File: config.mk
export PLATFORM = sky130hd
export DESIGN_NAME = fls_sequencer
export DESIGN_NICKNAME = d
export VERILOG_FILES = /design/src/fls_pkg.sv /design/src/fls_sequencer.sv
export SDC_FILE = /design/constraint.sdc
export NUM_CORES = 1
export LEC_CHECK = 0
export BUFFER_PORTS_ARGS = -buffer_cell sky130_fd_sc_hd__buf_2
export CELL_PAD_IN_SITES_DETAIL_PLACEMENT = 0
export CELL_PAD_IN_SITES_GLOBAL_PLACEMENT = 2
export CORE_ASPECT_RATIO = 0.9
export CORE_MARGIN = 8
export CORE_UTILIZATION = 41
export CTS_CLUSTER_SIZE = 16
export DETAILED_ROUTE_END_ITERATION = 10
export GPL_TIMING_DRIVEN = 1
export PLACE_DENSITY = 0.81
export REMOVE_ABC_BUFFERS = 1
export SYNTH_ARGS = -nofsm -noshare
export SYNTH_HDL_FRONTEND = slang
export SYNTH_SLANG_ARGS = --single-unit
File: constraint.sdc
create_clock -name clock -period 7.6 [get_ports clock]
set_input_delay 0.76 -clock clock [delete_from_list [all_inputs] [get_ports clock]]
set_output_delay 0.76 -clock clock [all_outputs]
set_load 0.1 [all_outputs]
File: src/fls_pkg.sv
package fls_pkg;

  ////////////////////////////////////////////////////////////////////////////
  // Register offsets
  localparam logic [7:0] ADDR_ROUTE_SEL = 8'h14;
  localparam logic [7:0] ADDR_DUMP_A = 8'h30;
  localparam logic [7:0] ADDR_PERIOD_A = 8'h31;
  localparam logic [7:0] ADDR_DUMP_B = 8'h35;
  localparam logic [7:0] ADDR_PERIOD_B = 8'h36;
  localparam logic [7:0] ADDR_FLOAT_HI = 8'h37;
  localparam logic [7:0] ADDR_INTEG_A = 8'h39;
  localparam logic [7:0] ADDR_INTEG_B = 8'h3b;
  localparam logic [7:0] ADDR_FLASH_A = 8'h3e;
  localparam logic [7:0] ADDR_FLASH_B = 8'h3f;
  localparam logic [7:0] ADDR_SIGN = 8'h58;
  localparam logic [7:0] ADDR_PRECON_B = 8'h59;
  localparam logic [7:0] ADDR_FIRE = 8'h5a;
  localparam logic [7:0] ADDR_PRECON_A = 8'h5e;
  localparam logic [7:0] ADDR_STATUS = 8'h70;
  localparam int REG_N = 14;
  localparam logic [7:0] REG_ADDRS [REG_N] = '{ADDR_ROUTE_SEL, ADDR_DUMP_A, ADDR_PERIOD_A, ADDR_DUMP_B,
    ADDR_PERIOD_B, ADDR_FLOAT_HI, ADDR_INTEG_A, ADDR_INTEG_B, ADDR_FLASH_A, ADDR_FLASH_B, ADDR_SIGN,
    ADDR_PRECON_B, ADDR_FIRE, ADDR_PRECON_A};
  localparam logic [15:0] REG_RESET = 16'h0000;

  ////////////////////////////////////////////////////////////////////////////
  // Field positions
  localparam int FIRST_DUMP_LSB = 0;
  localparam int CONNECT_LSB = 8;
  localparam int FLOAT_LO_LSB = 0;
  localparam int PULSE_CNT_LSB = 8;
  localparam int FLOAT_HI_A_LSB = 0;
  localparam int FLOAT_HI_B_LSB = 8;
  localparam int INTEG_START_LSB = 0;
  localparam int INTEG_WIDTH_LSB = 11;
  localparam int FLASH_START_LSB = 0;
  localparam int FLASH_WIDTH_LSB = 8;
  localparam int PAIR1_A_LSB = 1;
  localparam int PAIR1_B_LSB = 5;
  localparam int PAIR2_A_LSB = 8;
  localparam int PAIR2_B_LSB = 10;
  localparam int PRECON_LSB = 8;
  localparam int MASK_A_LSB = 8;
  localparam int MASK_B_LSB = 12;
  localparam int ROUTE_A_LSB = 0;
  localparam int ROUTE_B_LSB = 2;

  localparam logic [1:0] ROUTE_FLOAT = 2'h0;
  localparam logic [1:0] SIGN_SUB_ADD = 2'h2;
  localparam logic [1:0] SIGN_ADD_SUB = 2'h1;

  ////////////////////////////////////////////////////////////////////////////
  // Timebase
  localparam int CLK_PS = 10000;
  localparam int TICK_PS = 31250;
  localparam int TICKS_PER_US = 1000000 / TICK_PS;
  localparam int INTEG_DELAY_US = 9;
  localparam int INTEG_DELAY_TICKS = INTEG_DELAY_US * TICKS_PER_US;
  localparam int TIME_W = 16;

  typedef struct packed {
    logic [4:0] precon;
    logic [9:0] float1;
    logic [9:0] float2;
    logic [4:0] connect;
    logic [10:0] integ_start;
    logic [4:0] integ_width;
    logic [7:0] flash_start;
    logic [4:0] flash_width;
    logic [3:0] mask;
    logic [1:0] pair1;
    logic [1:0] pair2;
    logic [7:0] pulses;
  } fls_cfg_t;

  typedef struct packed {
    logic precon;
    logic flt;
    logic connect;
    logic flash;
    logic integ;
    logic integ_neg;
  } fls_win_t;

  typedef enum logic [2:0] {
    ST_IDLE = 3'b001,
    ST_RUN = 3'b010,
    ST_FINISH = 3'b100
  } fls_state_t;

endpackage : fls_pkg

File: src/fls_sequencer.sv
`timescale 1ns/1ps
module fls_sequencer import fls_pkg::*; #(
  parameter int ACC_W = 27,
  parameter int SAMPLE_W = 20
) (
  input wire logic clock,
  input wire logic rst_n,
  input wire logic [7:0] reg_addr,
  input wire logic [15:0] reg_wdata,
  input wire logic reg_we,
  input wire logic reg_re,
  output logic [15:0] reg_rdata,
  input wire logic slot_start,
  input wire logic slot_b,
  input wire logic signed [SAMPLE_W-1:0] afe_result,
  output fls_win_t win_o,
  output logic busy,
  output logic out_valid,
  output logic signed [ACC_W-1:0] out_data
);

  function automatic logic [3:0] reg_index(input logic [7:0] addr);
    reg_index = 4'(REG_N);
    for (int i = 0; i < REG_N; i++) begin
      if (REG_ADDRS[i] == addr) begin
        reg_index = 4'(i);
      end
    end
  endfunction : reg_index

  function automatic logic [TIME_W-1:0] to_ticks(input logic [9:0] us);
    to_ticks = TIME_W'(us) * TIME_W'(TICKS_PER_US);
  endfunction : to_ticks

  // Returns {used, subtract} for a position within the group of four
  function automatic logic [1:0] pulse_op(input logic [1:0] pair1, input logic [1:0] pair2,
                                          input logic [1:0] pos);
    logic [1:0] field;
    field = pos[1] ? pair2 : pair1;
    unique case (field)
      SIGN_SUB_ADD: pulse_op = {1'b1, !pos[0]};
      SIGN_ADD_SUB: pulse_op = {1'b1, pos[0]};
      default: pulse_op = 2'b00;
    endcase
  endfunction : pulse_op

  ////////////////////////////////////////////////////////////////////////////
  // Register file
  logic [15:0] regs_q [REG_N];
  logic [3:0] widx;
  fls_state_t state_q;
  logic [1:0] pos_q;
  logic [7:0] idx_q;

  assign widx = reg_index(reg_addr);

  always_ff @(posedge clock) begin
    if (!rst_n) begin
      for (int i = 0; i < REG_N; i++) begin
        regs_q[i] <= REG_RESET;
      end
    end else if (reg_we && widx != 4'(REG_N)) begin
      regs_q[widx] <= reg_wdata;
    end
  end

  always_ff @(posedge clock) begin
    if (!rst_n) begin
      reg_rdata <= 16'h0000;
    end else if (reg_re) begin
      if (widx != 4'(REG_N)) begin
        reg_rdata <= regs_q[widx];
      end else if (reg_addr == ADDR_STATUS) begin
        reg_rdata <= {5'h00, state_q != ST_IDLE, pos_q, idx_q};
      end else begin
        reg_rdata <= 16'h0000;
      end
    end
  end

  function automatic logic [15:0] rv(input logic [7:0] addr);
    rv = regs_q[reg_index(addr)];
  endfunction : rv

  ////////////////////////////////////////////////////////////////////////////
  // Slot configuration, latched at sample start
  fls_cfg_t cfg_d;
  fls_cfg_t cfg_q;
  logic [1:0] route;
  logic [9:0] dump_sum;
  logic [15:0] dump_r;
  logic [15:0] period_r;
  logic [15:0] route_r, precon_r, fhi_r, integ_r, flash_r, fire_r, sign_r;

  always_comb begin
    dump_r = rv(slot_b ? ADDR_DUMP_B : ADDR_DUMP_A);
    period_r = rv(slot_b ? ADDR_PERIOD_B : ADDR_PERIOD_A);
    route_r = rv(ADDR_ROUTE_SEL);
    precon_r = rv(slot_b ? ADDR_PRECON_B : ADDR_PRECON_A);
    fhi_r = rv(ADDR_FLOAT_HI);
    integ_r = rv(slot_b ? ADDR_INTEG_B : ADDR_INTEG_A);
    flash_r = rv(slot_b ? ADDR_FLASH_B : ADDR_FLASH_A);
    fire_r = rv(ADDR_FIRE);
    sign_r = rv(ADDR_SIGN);
    route = route_r[(slot_b ? ROUTE_B_LSB : ROUTE_A_LSB) +: 2];
    cfg_d.precon = precon_r[PRECON_LSB +: 5];
    cfg_d.connect = dump_r[CONNECT_LSB +: 5];
    cfg_d.float2 = {fhi_r[(slot_b ? FLOAT_HI_B_LSB : FLOAT_HI_A_LSB) +: 2],
                    period_r[FLOAT_LO_LSB +: 8]};
    // Derived, so the first dump lands at the programmed time; clamped at zero
    dump_sum = 10'(dump_r[FIRST_DUMP_LSB +: 8]) + 10'(cfg_d.connect);
    cfg_d.float1 = (dump_sum > 10'(cfg_d.precon)) ? dump_sum - 10'(cfg_d.precon) : 10'h000;
    cfg_d.integ_start = integ_r[INTEG_START_LSB +: 11];
    cfg_d.integ_width = integ_r[INTEG_WIDTH_LSB +: 5];
    cfg_d.flash_start = flash_r[FLASH_START_LSB +: 8];
    cfg_d.flash_width = flash_r[FLASH_WIDTH_LSB +: 5];
    cfg_d.mask = fire_r[(slot_b ? MASK_B_LSB : MASK_A_LSB) +: 4];
    cfg_d.pair1 = sign_r[(slot_b ? PAIR1_B_LSB : PAIR1_A_LSB) +: 2];
    cfg_d.pair2 = sign_r[(slot_b ? PAIR2_B_LSB : PAIR2_A_LSB) +: 2];
    cfg_d.pulses = period_r[PULSE_CNT_LSB +: 8];
  end

  ////////////////////////////////////////////////////////////////////////////
  // Timebase: 31.25 ns ticks from a 10 ns clock by phase accumulation
  logic [15:0] phase_q;
  logic [15:0] phase_sum;
  logic tick;

  assign phase_sum = phase_q + 16'(CLK_PS);
  assign tick = phase_sum >= 16'(TICK_PS);

  always_ff @(posedge clock) begin
    if (!rst_n) begin
      phase_q <= 16'h0000;
    end else begin
      phase_q <= tick ? phase_sum - 16'(TICK_PS) : phase_sum;
    end
  end

  tick_gap_a: assert property (@(posedge clock) disable iff (!rst_n) tick |=> !tick [*2])
    else $error("timebase ticks too close");

  ////////////////////////////////////////////////////////////////////////////
  // Pulse windows
  logic [TIME_W-1:0] tcnt_q;
  logic [TIME_W-1:0] pre_end, flt_end, pulse_end, fl_beg, fl_end, ib, ie, nb, ne, iw;
  logic [TIME_W-1:0] ct, dump_beg;
  logic start_ok, pulse_done, last_pulse;
  fls_win_t win_d;

  assign start_ok = slot_start && state_q == ST_IDLE && route == ROUTE_FLOAT;
  assign pulse_done = state_q == ST_RUN && tick && (tcnt_q + 16'h0001 >= pulse_end);
  assign last_pulse = idx_q + 8'h01 >= cfg_q.pulses;

  always_comb begin
    pre_end = to_ticks(10'(cfg_q.precon));
    flt_end = pre_end + to_ticks(idx_q == 8'h00 ? cfg_q.float1 : cfg_q.float2);
    // Dump takes the tail of the float interval, so on the first pulse it starts at the first-dump time
    ct = to_ticks(10'(cfg_q.connect));
    dump_beg = (flt_end > ct) ? flt_end - ct : 16'h0000;
    pulse_end = flt_end;
    fl_beg = to_ticks(10'(cfg_q.flash_start));
    fl_end = fl_beg + to_ticks(10'(cfg_q.flash_width));
    iw = to_ticks(10'(cfg_q.integ_width));
    ib = TIME_W'(cfg_q.integ_start) + TIME_W'(INTEG_DELAY_TICKS);
    ie = ib + iw;
    // Middle half of the window is the negative phase, so it straddles the window centre
    nb = ib + (iw >> 2);
    ne = ib + iw - (iw >> 2);
    win_d.precon = tcnt_q < pre_end;
    win_d.flt = tcnt_q >= pre_end && tcnt_q < dump_beg;
    win_d.connect = tcnt_q >= dump_beg && tcnt_q < pulse_end;
    win_d.flash = tcnt_q >= fl_beg && tcnt_q < fl_end && !cfg_q.mask[pos_q];
    win_d.integ = tcnt_q >= ib && tcnt_q < ie;
    win_d.integ_neg = tcnt_q >= nb && tcnt_q < ne;
    if (state_q != ST_RUN) begin
      win_d = '0;
    end
  end

  always_ff @(posedge clock) begin
    if (!rst_n) begin
      win_o <= '0;
    end else begin
      win_o <= win_d;
    end
  end

  always_ff @(posedge clock) begin
    if (!rst_n) begin
      tcnt_q <= '0;
    end else if (start_ok || pulse_done) begin
      tcnt_q <= '0;
    end else if (state_q == ST_RUN && tick) begin
      tcnt_q <= tcnt_q + 16'h0001;
    end
  end

  ////////////////////////////////////////////////////////////////////////////
  // Sequence control
  always_ff @(posedge clock) begin
    if (!rst_n) begin
      state_q <= ST_IDLE;
      cfg_q <= '0;
    end else begin
      unique case (state_q)
        ST_IDLE: begin
          if (start_ok) begin
            state_q <= ST_RUN;
            cfg_q <= cfg_d;
          end
        end
        ST_RUN: begin
          if (pulse_done && last_pulse) begin
            state_q <= ST_FINISH;
          end
        end
        ST_FINISH: state_q <= ST_IDLE;
      endcase
    end
  end

  always_ff @(posedge clock) begin
    if (!rst_n) begin
      pos_q <= 2'h0;
      idx_q <= 8'h00;
    end else if (start_ok) begin
      pos_q <= 2'h0;
      idx_q <= 8'h00;
    end else if (pulse_done) begin
      pos_q <= pos_q + 2'h1;
      idx_q <= idx_q + 8'h01;
    end
  end

  assign busy = state_q != ST_IDLE;

  ////////////////////////////////////////////////////////////////////////////
  // Signed accumulation, one result per sample period
  logic signed [ACC_W-1:0] acc_q;
  logic [1:0] op;

  assign op = pulse_op(cfg_q.pair1, cfg_q.pair2, pos_q);

  always_ff @(posedge clock) begin
    if (!rst_n) begin
      acc_q <= '0;
    end else if (start_ok) begin
      acc_q <= '0;
    end else if (pulse_done && op[1]) begin
      acc_q <= op[0] ? acc_q - ACC_W'(afe_result) : acc_q + ACC_W'(afe_result);
    end
  end

  always_ff @(posedge clock) begin
    if (!rst_n) begin
      out_valid <= 1'b0;
      out_data <= '0;
    end else begin
      out_valid <= state_q == ST_FINISH;
      if (state_q == ST_FINISH) begin
        out_data <= acc_q;
      end
    end
  end

  ////////////////////////////////////////////////////////////////////////////
  // Checks
  pos_restart_a: assert property (@(posedge clock) disable iff (!rst_n)
    start_ok |=> pos_q == 2'h0 && idx_q == 8'h00 && state_q == ST_RUN)
    else $error("pulse position not restarted");

  group_wrap_a: assert property (@(posedge clock) disable iff (!rst_n)
    pulse_done && pos_q == 2'h3 && !last_pulse |=> pos_q == 2'h0 && state_q == ST_RUN)
    else $error("group of four did not wrap");

  flash_mask_a: assert property (@(posedge clock) disable iff (!rst_n)
    win_o.flash |-> !cfg_q.mask[$past(pos_q)] && $past(tcnt_q) >= to_ticks(10'(cfg_q.flash_start)))
    else $error("flash in masked position");

  first_float_a: assert property (@(posedge clock) disable iff (!rst_n)
    $rose(win_o.connect) && $past(idx_q) == 8'h00 |->
      $past(tcnt_q) == to_ticks(10'(cfg_q.precon)) + to_ticks(cfg_q.float1) - to_ticks(10'(cfg_q.connect)))
    else $error("first dump misplaced");

  later_float_a: assert property (@(posedge clock) disable iff (!rst_n)
    $rose(win_o.connect) && $past(idx_q) != 8'h00 |->
      $past(tcnt_q) == to_ticks(10'(cfg_q.precon)) + to_ticks(cfg_q.float2) - to_ticks(10'(cfg_q.connect)))
    else $error("float period not applied");

  integ_delay_a: assert property (@(posedge clock) disable iff (!rst_n)
    $rose(win_o.integ) |-> $past(tcnt_q) == TIME_W'(cfg_q.integ_start) + TIME_W'(INTEG_DELAY_TICKS))
    else $error("integration start delay wrong");

  sub_first_a: assert property (@(posedge clock) disable iff (!rst_n)
    pulse_done && pos_q == 2'h0 && cfg_q.pair1 == SIGN_SUB_ADD |=>
      acc_q == $past(acc_q) - ACC_W'($past(afe_result)))
    else $error("first pulse not subtracted");

  add_third_a: assert property (@(posedge clock) disable iff (!rst_n)
    pulse_done && pos_q == 2'h2 && cfg_q.pair2 == SIGN_ADD_SUB |=>
      acc_q == $past(acc_q) + ACC_W'($past(afe_result)))
    else $error("third pulse not added");

  final_write_a: assert property (@(posedge clock) disable iff (!rst_n)
    pulse_done && last_pulse |=> state_q == ST_FINISH ##1 out_valid && out_data == $past(acc_q))
    else $error("final value not written once");

  route_gate_a: assert property (@(posedge clock) disable iff (!rst_n)
    slot_start && state_q == ST_IDLE && route != ROUTE_FLOAT |=> state_q == ST_IDLE)
    else $error("non-float slot started");

endmodule : fls_sequencer

# After elaboration in Yosys (flattened, before gate mapping)
# Memories as Yosys holds them, arrays and structs flattened. A register that Yosys moved wholly into a read port is not among the register bits.
# Index checks and enable logic that the tools add are counted.
[op_classes] n_eq_ne=95 div_mod_pow=0 bitwise=1 add_sub_neg=16 n_reduce_logical=27 n_mux=115 multipliers=0 n_shift=5 order_cmp=17
[op_table] operator="$mux W4" count=86
[op_table] operator="$eq A6 B6 Y1 const A" count=36
[op_table] operator="$eq A7 B6 Y1 const A" count=16
[op_table] operator="$eq A6 B8 Y1 const A" count=9
[op_table] operator="$mux W16" count=4
[op_table] operator="$eq A6 B7 Y1 const A" count=9
[op_table] operator="$lt A16 B16 Y1" count=3
[op_table] operator="$eq A7 B8 Y1 const A" count=4
[op_table] operator="$ge A16 B13 Y1" count=2
[op_table] operator="$ge A16 B16 Y1" count=2
[op_table] operator="$shiftx A16 B5 Y2" count=2
[op_table] operator="$eq A7 B7 Y1 const A" count=4
[op_table] operator="$add A27 B20 Y27" count=1
[op_table] operator="$mux W27" count=1
[op_table] operator="$sub A27 B20 Y27" count=1
[op_table] operator="$eq A5 B6 Y1 const A" count=4
[op_table] operator="$mux W3" count=7
[op_table] operator="$mux W10" count=2
[op_table] operator="$add A10 B15 Y16" count=1
[op_table] operator="$add A16 B1 Y16 const B" count=1
[op_table] operator="$add A16 B14 Y16 const B" count=1
[op_table] operator="$ge A16 B10 Y1" count=1
[op_table] operator="$ge A16 B12 Y1" count=1
[op_table] operator="$ge A16 B15 Y1 const B" count=1
[op_table] operator="49 further kinds" count=77
[totals] memories=1 rom_bits=0 inputBits=50 latchBits=0 register_bits=160 out_inout_bits=51 ramBits=224
[memory_table] name="regs_q" depth=14 width=16 rd=10 rd_ports_with_merged_regs=3 wr=14 line="fls_sequencer.sv:49" rtl="logic [15:0] regs_q [REG_N];"

# Depth between registers and ports, before layout
# Gate-level depths: netlist of run 1.
[depth] word_depth=22 mapped_depth=30

# Worst setup path after synthesis of run 1
# Ideal clock, no wire load.
[synth_path] path_kind="register -> register" from="register idx_q[0]" to="register acc_q[13]" setup_slack_ns=1.614 n_path_buf=3 period_less_slack_ns=5.986 required_ns=7.530 stages_incl_launch_ff=28 t_arrival_ns=5.915 path_cell_list="dfxtp_1 > inv_1 > ha_1 > nor4b_1 > nand2_1 > clkbuf_1 > clkbuf_1 > mux2_2 > ha_1 > inv_1 > fa_1 > and3b_1 > or2_2 > a21oi_1 > nor2_1 > xnor2_1 > inv_1 > ha_1 > nand3_1 > nor3_1 > or4bb_1 > a32oi_1 > o31ai_1 > nor3_2 > nand2b_1 > buf_2 > or4_1 > a21oi_1"
[synth_between] elab_chain_cells=6
[synth_lines] item="start: declaration" line="fls_sequencer.sv:53" rtl="logic [7:0] idx_q;"
[synth_lines] item="start signal: assignment" line="fls_sequencer.sv:232" rtl="idx_q <= idx_q + 8'h01;"
[synth_lines] item="$logic_not A8 Y1" line="fls_sequencer.sv:157" rtl="flt_end = pre_end + to_ticks(idx_q == 8'h00 ? cfg_q.float1 : cfg_q.float2);"
[synth_lines] item="$mux W10" line="fls_sequencer.sv:157"
[synth_lines] item="$add A10 B15 Y16" line="fls_sequencer.sv:157"
[synth_lines] item="$ge A16 B16 Y1" line="fls_sequencer.sv:152" rtl="assign pulse_done = state_q == ST_RUN && tick && (tcnt_q + 16'h0001 >= pulse_end);"
[synth_lines] item="$logic_and A1 B1 Y1" line="fls_sequencer.sv:152"
[synth_lines] item="$logic_and A1 B1 Y1" line="fls_sequencer.sv:250" rtl="end else if (pulse_done && op[1]) begin"
[synth_lines] item="end signal: assignment" line="fls_sequencer.sv:251" rtl="acc_q <= op[0] ? acc_q - ACC_W'(afe_result) : acc_q + ACC_W'(afe_result);"
[synth_lines] item="end: declaration" line="fls_sequencer.sv:240" rtl="logic signed [ACC_W-1:0] acc_q;"
# No other way between the ends.
# A chain may end at the register's enable or synchronous reset.

# Worst setup path after layout of run 1
# Ends and elaborated chain as after synthesis.

==> flow_summary.yaml, run 1 <==
synthesis:
  ys_warn_count: 0
  synth_flop_cell: "edfxtp_1"
  synth_largest_area_cell: "edfxtp_1"
  yosysUniqueCellTypes: 80
  synth-seq-cells: 443
  netlist_area_um2: 26300
  yosysSeqAreaShare_pct: 43.1
  syn_area_per_cell_um2: 9.65
  postSynth.asyncResetShare_pct: 0
  synthCells: 2730
  synth_top_area_share_pct: 28.2
  synth_edf_count: 247
  synth.area.top_cells: "edfxtp_1 28%, dfxtp_1 15%, ha_1 8.6%"
routing:
  first_pass_iters: 6
  routed_wirelength_mm: 84.0
  ant_nets: 0
  first_iter_violations: 1808
  viasPerCell: 5.68
  wl_per_cell_um: 22.8
  drc: 0
  dr_total_vias: 20900
global_route:
  grt_start_max_net_pins: 90
  antenna_found_initial: 4
  grt_first_pass_wirelength_mm: 127
  grt.total_usage_pct: 22.4
  grt_pass1_vias: 20400
  grt_overflow: 0
finish:
  nNetsFinal: 3034
  nFillCells: 6103
  area_delta_synth_final_pct: 12.0
  layoutNonFillerInstCount: 3687
  layout_common_cells: "275 x nand2_1, 247 x edfxtp_1, 237 x and2_1"
  drive_above_1_share_pct: 9.43
  diodes: 0
  utilization_pct: 46.2
  layout_commonest_cell: "nand2_1"
  postLayoutCellArea_um2: 29500
worst_setup_path:
  critical_path_arrival_ns: 7.10
  r2r_slack_ns: 1.03
  path_delay_family: "simple AND/OR/NAND/NOR gates"
  worstSetupPathType: "flip-flop to flip-flop"
  rr_startpoint: "idx_q[0]"
  start_kind: "flip-flop"
  max_stage_delay_ns: 0.61
  reg2reg_depth: 28
  r2r-end: "acc_q[13]"
  worstPathMaxFanout: 20
  crit_top_cell: "buf_4"
  cp_slowest_cell: "or4_1"
  cp.required_ns: 8.13
  cp-end-kind: "flip-flop"
  crit_buf_inv: 7
clock_network:
  htree_levels: 2
  root_buffer: "clkbuf_16"
  tritoncts: "done"
  clockBufferDepth: 3
  cts.sinks: 443
  numCtsBuffers: 50
  post_cts_buffers: 0
  clk_latency_ns: 0.62
  cts_resized: 0
  clkTransAtPathRegs_ns: 0.06
  cts-hold-fix-buffers: 0
timing:
  fin_crit_ns: 6.57
  hold_violations: 0
  fin_worst_skew_ns: 0.0273
  setup_viol: 0
  timing.final.crit_share_pct: 86.5
  max_slew_margin_pct: 4.27
  drv_slew: 0
  max_freq_ghz: 0.152
  setup-tns-final_ns: 0
  fin_hold_ws_ns: 0.460
  rsz0062_at_grt: "no"
  tightest_slew_ns: 1.43
power_and_ir_drop:
  p_leak_uw: 0.0122
  power.density_nw_per_um2: 216
  vdd_ir_drop_max_mv: 0.164
floorplanning:
  num_rows: 88
  die_area_um2: 72600
  core_area_um2: 63900
  die_w_um: 283
  die_h_um: 256
  initial_core_util_pct: 41.2
  ios: 101
place:
  place_congestion: 0.877
  portBuffers: 100
  placedCellCount: 3596
  dpl_cell_area_um2: 27800
  hpwlAfterDp_mm: 60.2
min_path:
  hp-class: "flip-flop to flip-flop"
  worstHoldEndpoint: "cfg_q[62]"
  hold_depth: 2
  hp-start: "cfg_q[62]"
run_status:
  status: "finished clean"
flow_run:
  drv_cap: 0
==> state kept, by name, summed over array words and instances (netlist names) <==
| signal | cells |
|---|---|
| acc_q | 27 |
| cfg_q | 75 |
| idx_q | 8 |
| out_data | 27 |
| out_valid | 1 |
| phase_q | 15 |
| pos_q | 2 |
| reg_rdata | 16 |
| regs_q | 247 |
| state_q | 3 |
| tcnt_q | 16 |
| win_o | 6 |
==> worst max-delay path by stage <==
stage	start	endpoint	slack [ns]	cells after the start
3_3_place_gp	idx_q[0]	acc_q[13]	1.09	28
2_1_floorplan	state_q[2]	tcnt_q[0]	0.13	5
4_1_cts	idx_q[0]	acc_q[13]	0.96	28
3_5_place_dp	idx_q[0]	acc_q[13]	1.0	28
5_1_grt	idx_q[0]	acc_q[13]	0.60	28
6_report	idx_q[0]	acc_q[13]	1.03	28
==> cell families (layout without fill, tap and decap cells) <==
logic type / count (synthesis) / after routing / synth area share [%]
adders and majority gates: 192 / 192 / 9.37
other: 2 / 24 / 0.0285
buffers and inverters: 261 / 341 / 3.76
DFF: 443 / 443 / 43.1
xor gates and xnor gates: 153 / 153 / 5.12
muxes: 88 / 88 / 3.48
and+or+nand+nor: 955 / 955 / 18.5
AOI/OAI and AO/OA: 636 / 636 / 16.7
==> per-layer routing <==
metal	routed length [um]	GRT usage (%)
met3	6630	5.25
met4	2290	6.48
met5	0	0
met1	37000	30.0
met2	38100	35.9
==> cell usage after synthesis (7+ instances only) <==
cell type and number:
nand2_1 275, nor2_1 122, nand3_1 85, a21o_1 40, or3_1 20, o21bai_1 7
a21oi_1 156, mux2i_1 68, xnor2_1 95, inv_1 102, nand2b_1 26, clkbuf_1 138
a221oi_1 39, mux2_2 19, buf_2 8, o21ai_0 108, o211ai_1 8, buf_1 13
o221ai_1 13, and2_1 237, nor2b_1 31, o211a_1 63, a31oi_1 10, dfxtp_1 196
a22oi_1 18, ha_1 182, edfxtp_1 247, xor2_1 57, nand4_1 18, o21a_1 23
nor3_1 63, o31ai_1 13, a21boi_0 34, fa_1 9, nand3b_1 8, a211oi_1 17
and3_1 27, nor4_1 13, o22ai_1 25
==> layout make-up <==
type                            count  area (um2)  area share [%]
Multi-Input combinational cell   2048       14100            48.0
Sequential cell                   443       11300            38.5
Clock buffer                       75        1460            4.95
Tap cell                          855        1070            3.63
Timing Repair Buffer              148         866            2.94
Inverter                          102         383            1.30
Clock inverter                     16         228           0.772
==> worst register-to-register path: cells and delay by family (launching register included) <==
kind,cells,cell delay (ns)
compound gates,4,0.73
flops,1,0.38
xor+xnor,1,0.23
fa+ha+maj,4,0.85
buf+inv,7,1.11
simple gates,11,2.93
mux,1,0.30
==> stage by stage <==
step	setup slack (ns)	power [uW]
finish	1.03	6370
global route	0.598	6650
CTS	0.960	6420
detailed placement	0.998	3890
global placement	1.09	3880
floorplan	0.125	3540
==> where the power goes <==
part / internal [uW] / switching, uW / leakage, uW
logic: 428 / 675 / 0.00744
registers: 2650 / 101 / 0.00394
clock network: 1500 / 1020 / 0.000827
No activity file was read; power rests on OpenSTA's default activity.
==> inputs of run 2 (changes only) <==
- CORE_MARGIN: 8 -> 4
==> flow_summary.yaml, run 2 (same netlist as run 1, synthesis figures left out) <==
clock_network:
  cts.sinks: 443
  clk_latency_ns: 0.60
  cts-hold-fix-buffers: 0
  tritoncts: "done"
  clkTransAtPathRegs_ns: 0.06
  numCtsBuffers: 50
  post_cts_buffers: 0
  htree_levels: 2
  clockBufferDepth: 3
  cts_resized: 0
  root_buffer: "clkbuf_16"
worst_setup_path:
  cp-end-kind: "flip-flop"
  cp.required_ns: 8.12
  max_stage_delay_ns: 0.62
  start_kind: "flip-flop"
  reg2reg_depth: 26
  cp_slowest_cell: "or4_1"
  critical_path_arrival_ns: 7.34
  worstSetupPathType: "flip-flop to flip-flop"
  worstPathMaxFanout: 14
  r2r_slack_ns: 0.78
finish:
  layout_common_cells: "275 x nand2_1, 247 x edfxtp_1, 237 x and2_1"
  nNetsFinal: 3031
  layout_commonest_cell: "nand2_1"
  drive_above_1_share_pct: 9.23
  nFillCells: 6023
  top_regs: "regs_q x247, cfg_q x75"
  max_flop_register: "regs_q"
  largest_reg_flops: 247
  area_delta_synth_final_pct: 11.6
timing:
  setup_viol: 0
  hold_violations: 0
  max_freq_ghz: 0.147
  fin_crit_ns: 6.82
  rsz0062_at_grt: "no"
  drv_slew: 0
  layout_setup_ws_ns: 0.784
  fin_worst_skew_ns: 0.0225
  max_slew_margin_pct: 16.9
  setup-tns-final_ns: 0
  tightest_slew_ns: 1.24
  timing.final.crit_share_pct: 89.7
routing:
  routed_wirelength_mm: 83.9
  ant_nets: 0
  wl_per_cell_um: 22.8
  dr_total_vias: 21100
  first_pass_iters: 5
  drc: 0
  first_iter_violations: 2091
  viasPerCell: 5.74
flow_run:
  drv_cap: 0
floorplanning:
  num_rows: 87
  core_area_um2: 63100
  die_area_um2: 68400
  die_h_um: 248
  die_w_um: 275
  initial_core_util_pct: 41.7
  ios: 101
power_and_ir_drop:
  p_leak_uw: 0.0122
  power.density_nw_per_um2: 214
  vdd_ir_drop_max_mv: 0.163
min_path:
  hold_depth: 2
  hp-class: "flip-flop to flip-flop"
global_route:
  antenna_found_initial: 4
  grt_pass1_vias: 20500
  grt_first_pass_wirelength_mm: 126
  grt_start_max_net_pins: 127
  grt.total_usage_pct: 23.9
  grt_overflow: 0
run_status:
  status: "finished clean"
place:
  dp_slack_ns: 0.838
  portBuffers: 100
  place_congestion: 0.879
  hpwlAfterDp_mm: 60.3
## run 2: per-layer routing
metal | wire [um] | vias to the layer above | track usage, %
met5 | 0 | - | 0
met4 | 1650 | 0 | 5.50
met3 | 8030 | 101 | 5.56
met2 | 37200 | 756 | 37.5
met1 | 37000 | 10300 | 33.7
li1 | - | 9976 | -
## run 2: final timing paths
path	startpoint	endpoint
max	idx_q[0]	acc_q[26]
min	cfg_q[60]	cfg_q[60]
max reg2reg	idx_q[0]	acc_q[26]
min reg2reg	cfg_q[60]	cfg_q[60]
## run 2: cell type report
class | count | area [um2] | share of cell area, %
multi-input combinational | 2048 | 14100 | 48.1
sequential | 443 | 11300 | 38.6
clock buffer | 64 | 1340 | 4.57
tap | 845 | 1060 | 3.60
timing repair buffer | 145 | 856 | 2.91
inverter | 102 | 383 | 1.30
clock inverter | 27 | 270 | 0.919
antenna | 1 | 2.50 | 0.00851
## run 2: worst max-delay path: cells and delay by family, from the launching register on
| family | cells | cell delay (ns) |
|---|---|---|
| DFF | 1 | 0.36 |
| muxes | 1 | 0.36 |
| buffers and inverters | 5 | 0.67 |
| xor gates and xnor gates | 1 | 0.24 |
| adders and majority gates | 4 | 0.84 |
| AOI/OAI and AO/OA | 4 | 0.74 |
| and+or+nand+nor | 11 | 3.51 |
## run 2: through the flow
step | util, % | hold slack, ns | instances | area [um2] | total power (uW)
global route | 46.6 | 0.477 | 3674 | 29400 | 6570
detailed placement | 44.0 | 0.445 | 3583 | 27800 | 3890
finish | 46.6 | 0.451 | 3675 | 29400 | 6290
CTS | 46.6 | 0.458 | 3674 | 29400 | 6320
floorplan | - | 0.421 | 2593 | 25800 | 3540
global placement | 44.0 | 0.449 | 3583 | 27800 | 3880
## run 2: where the power goes
part	switching [uW]	internal, uW	total (uW)
Clock	1010	1420	2430
Sequential	102	2650	2750
Combinational	678	428	1110
Total	1790	4490	6290
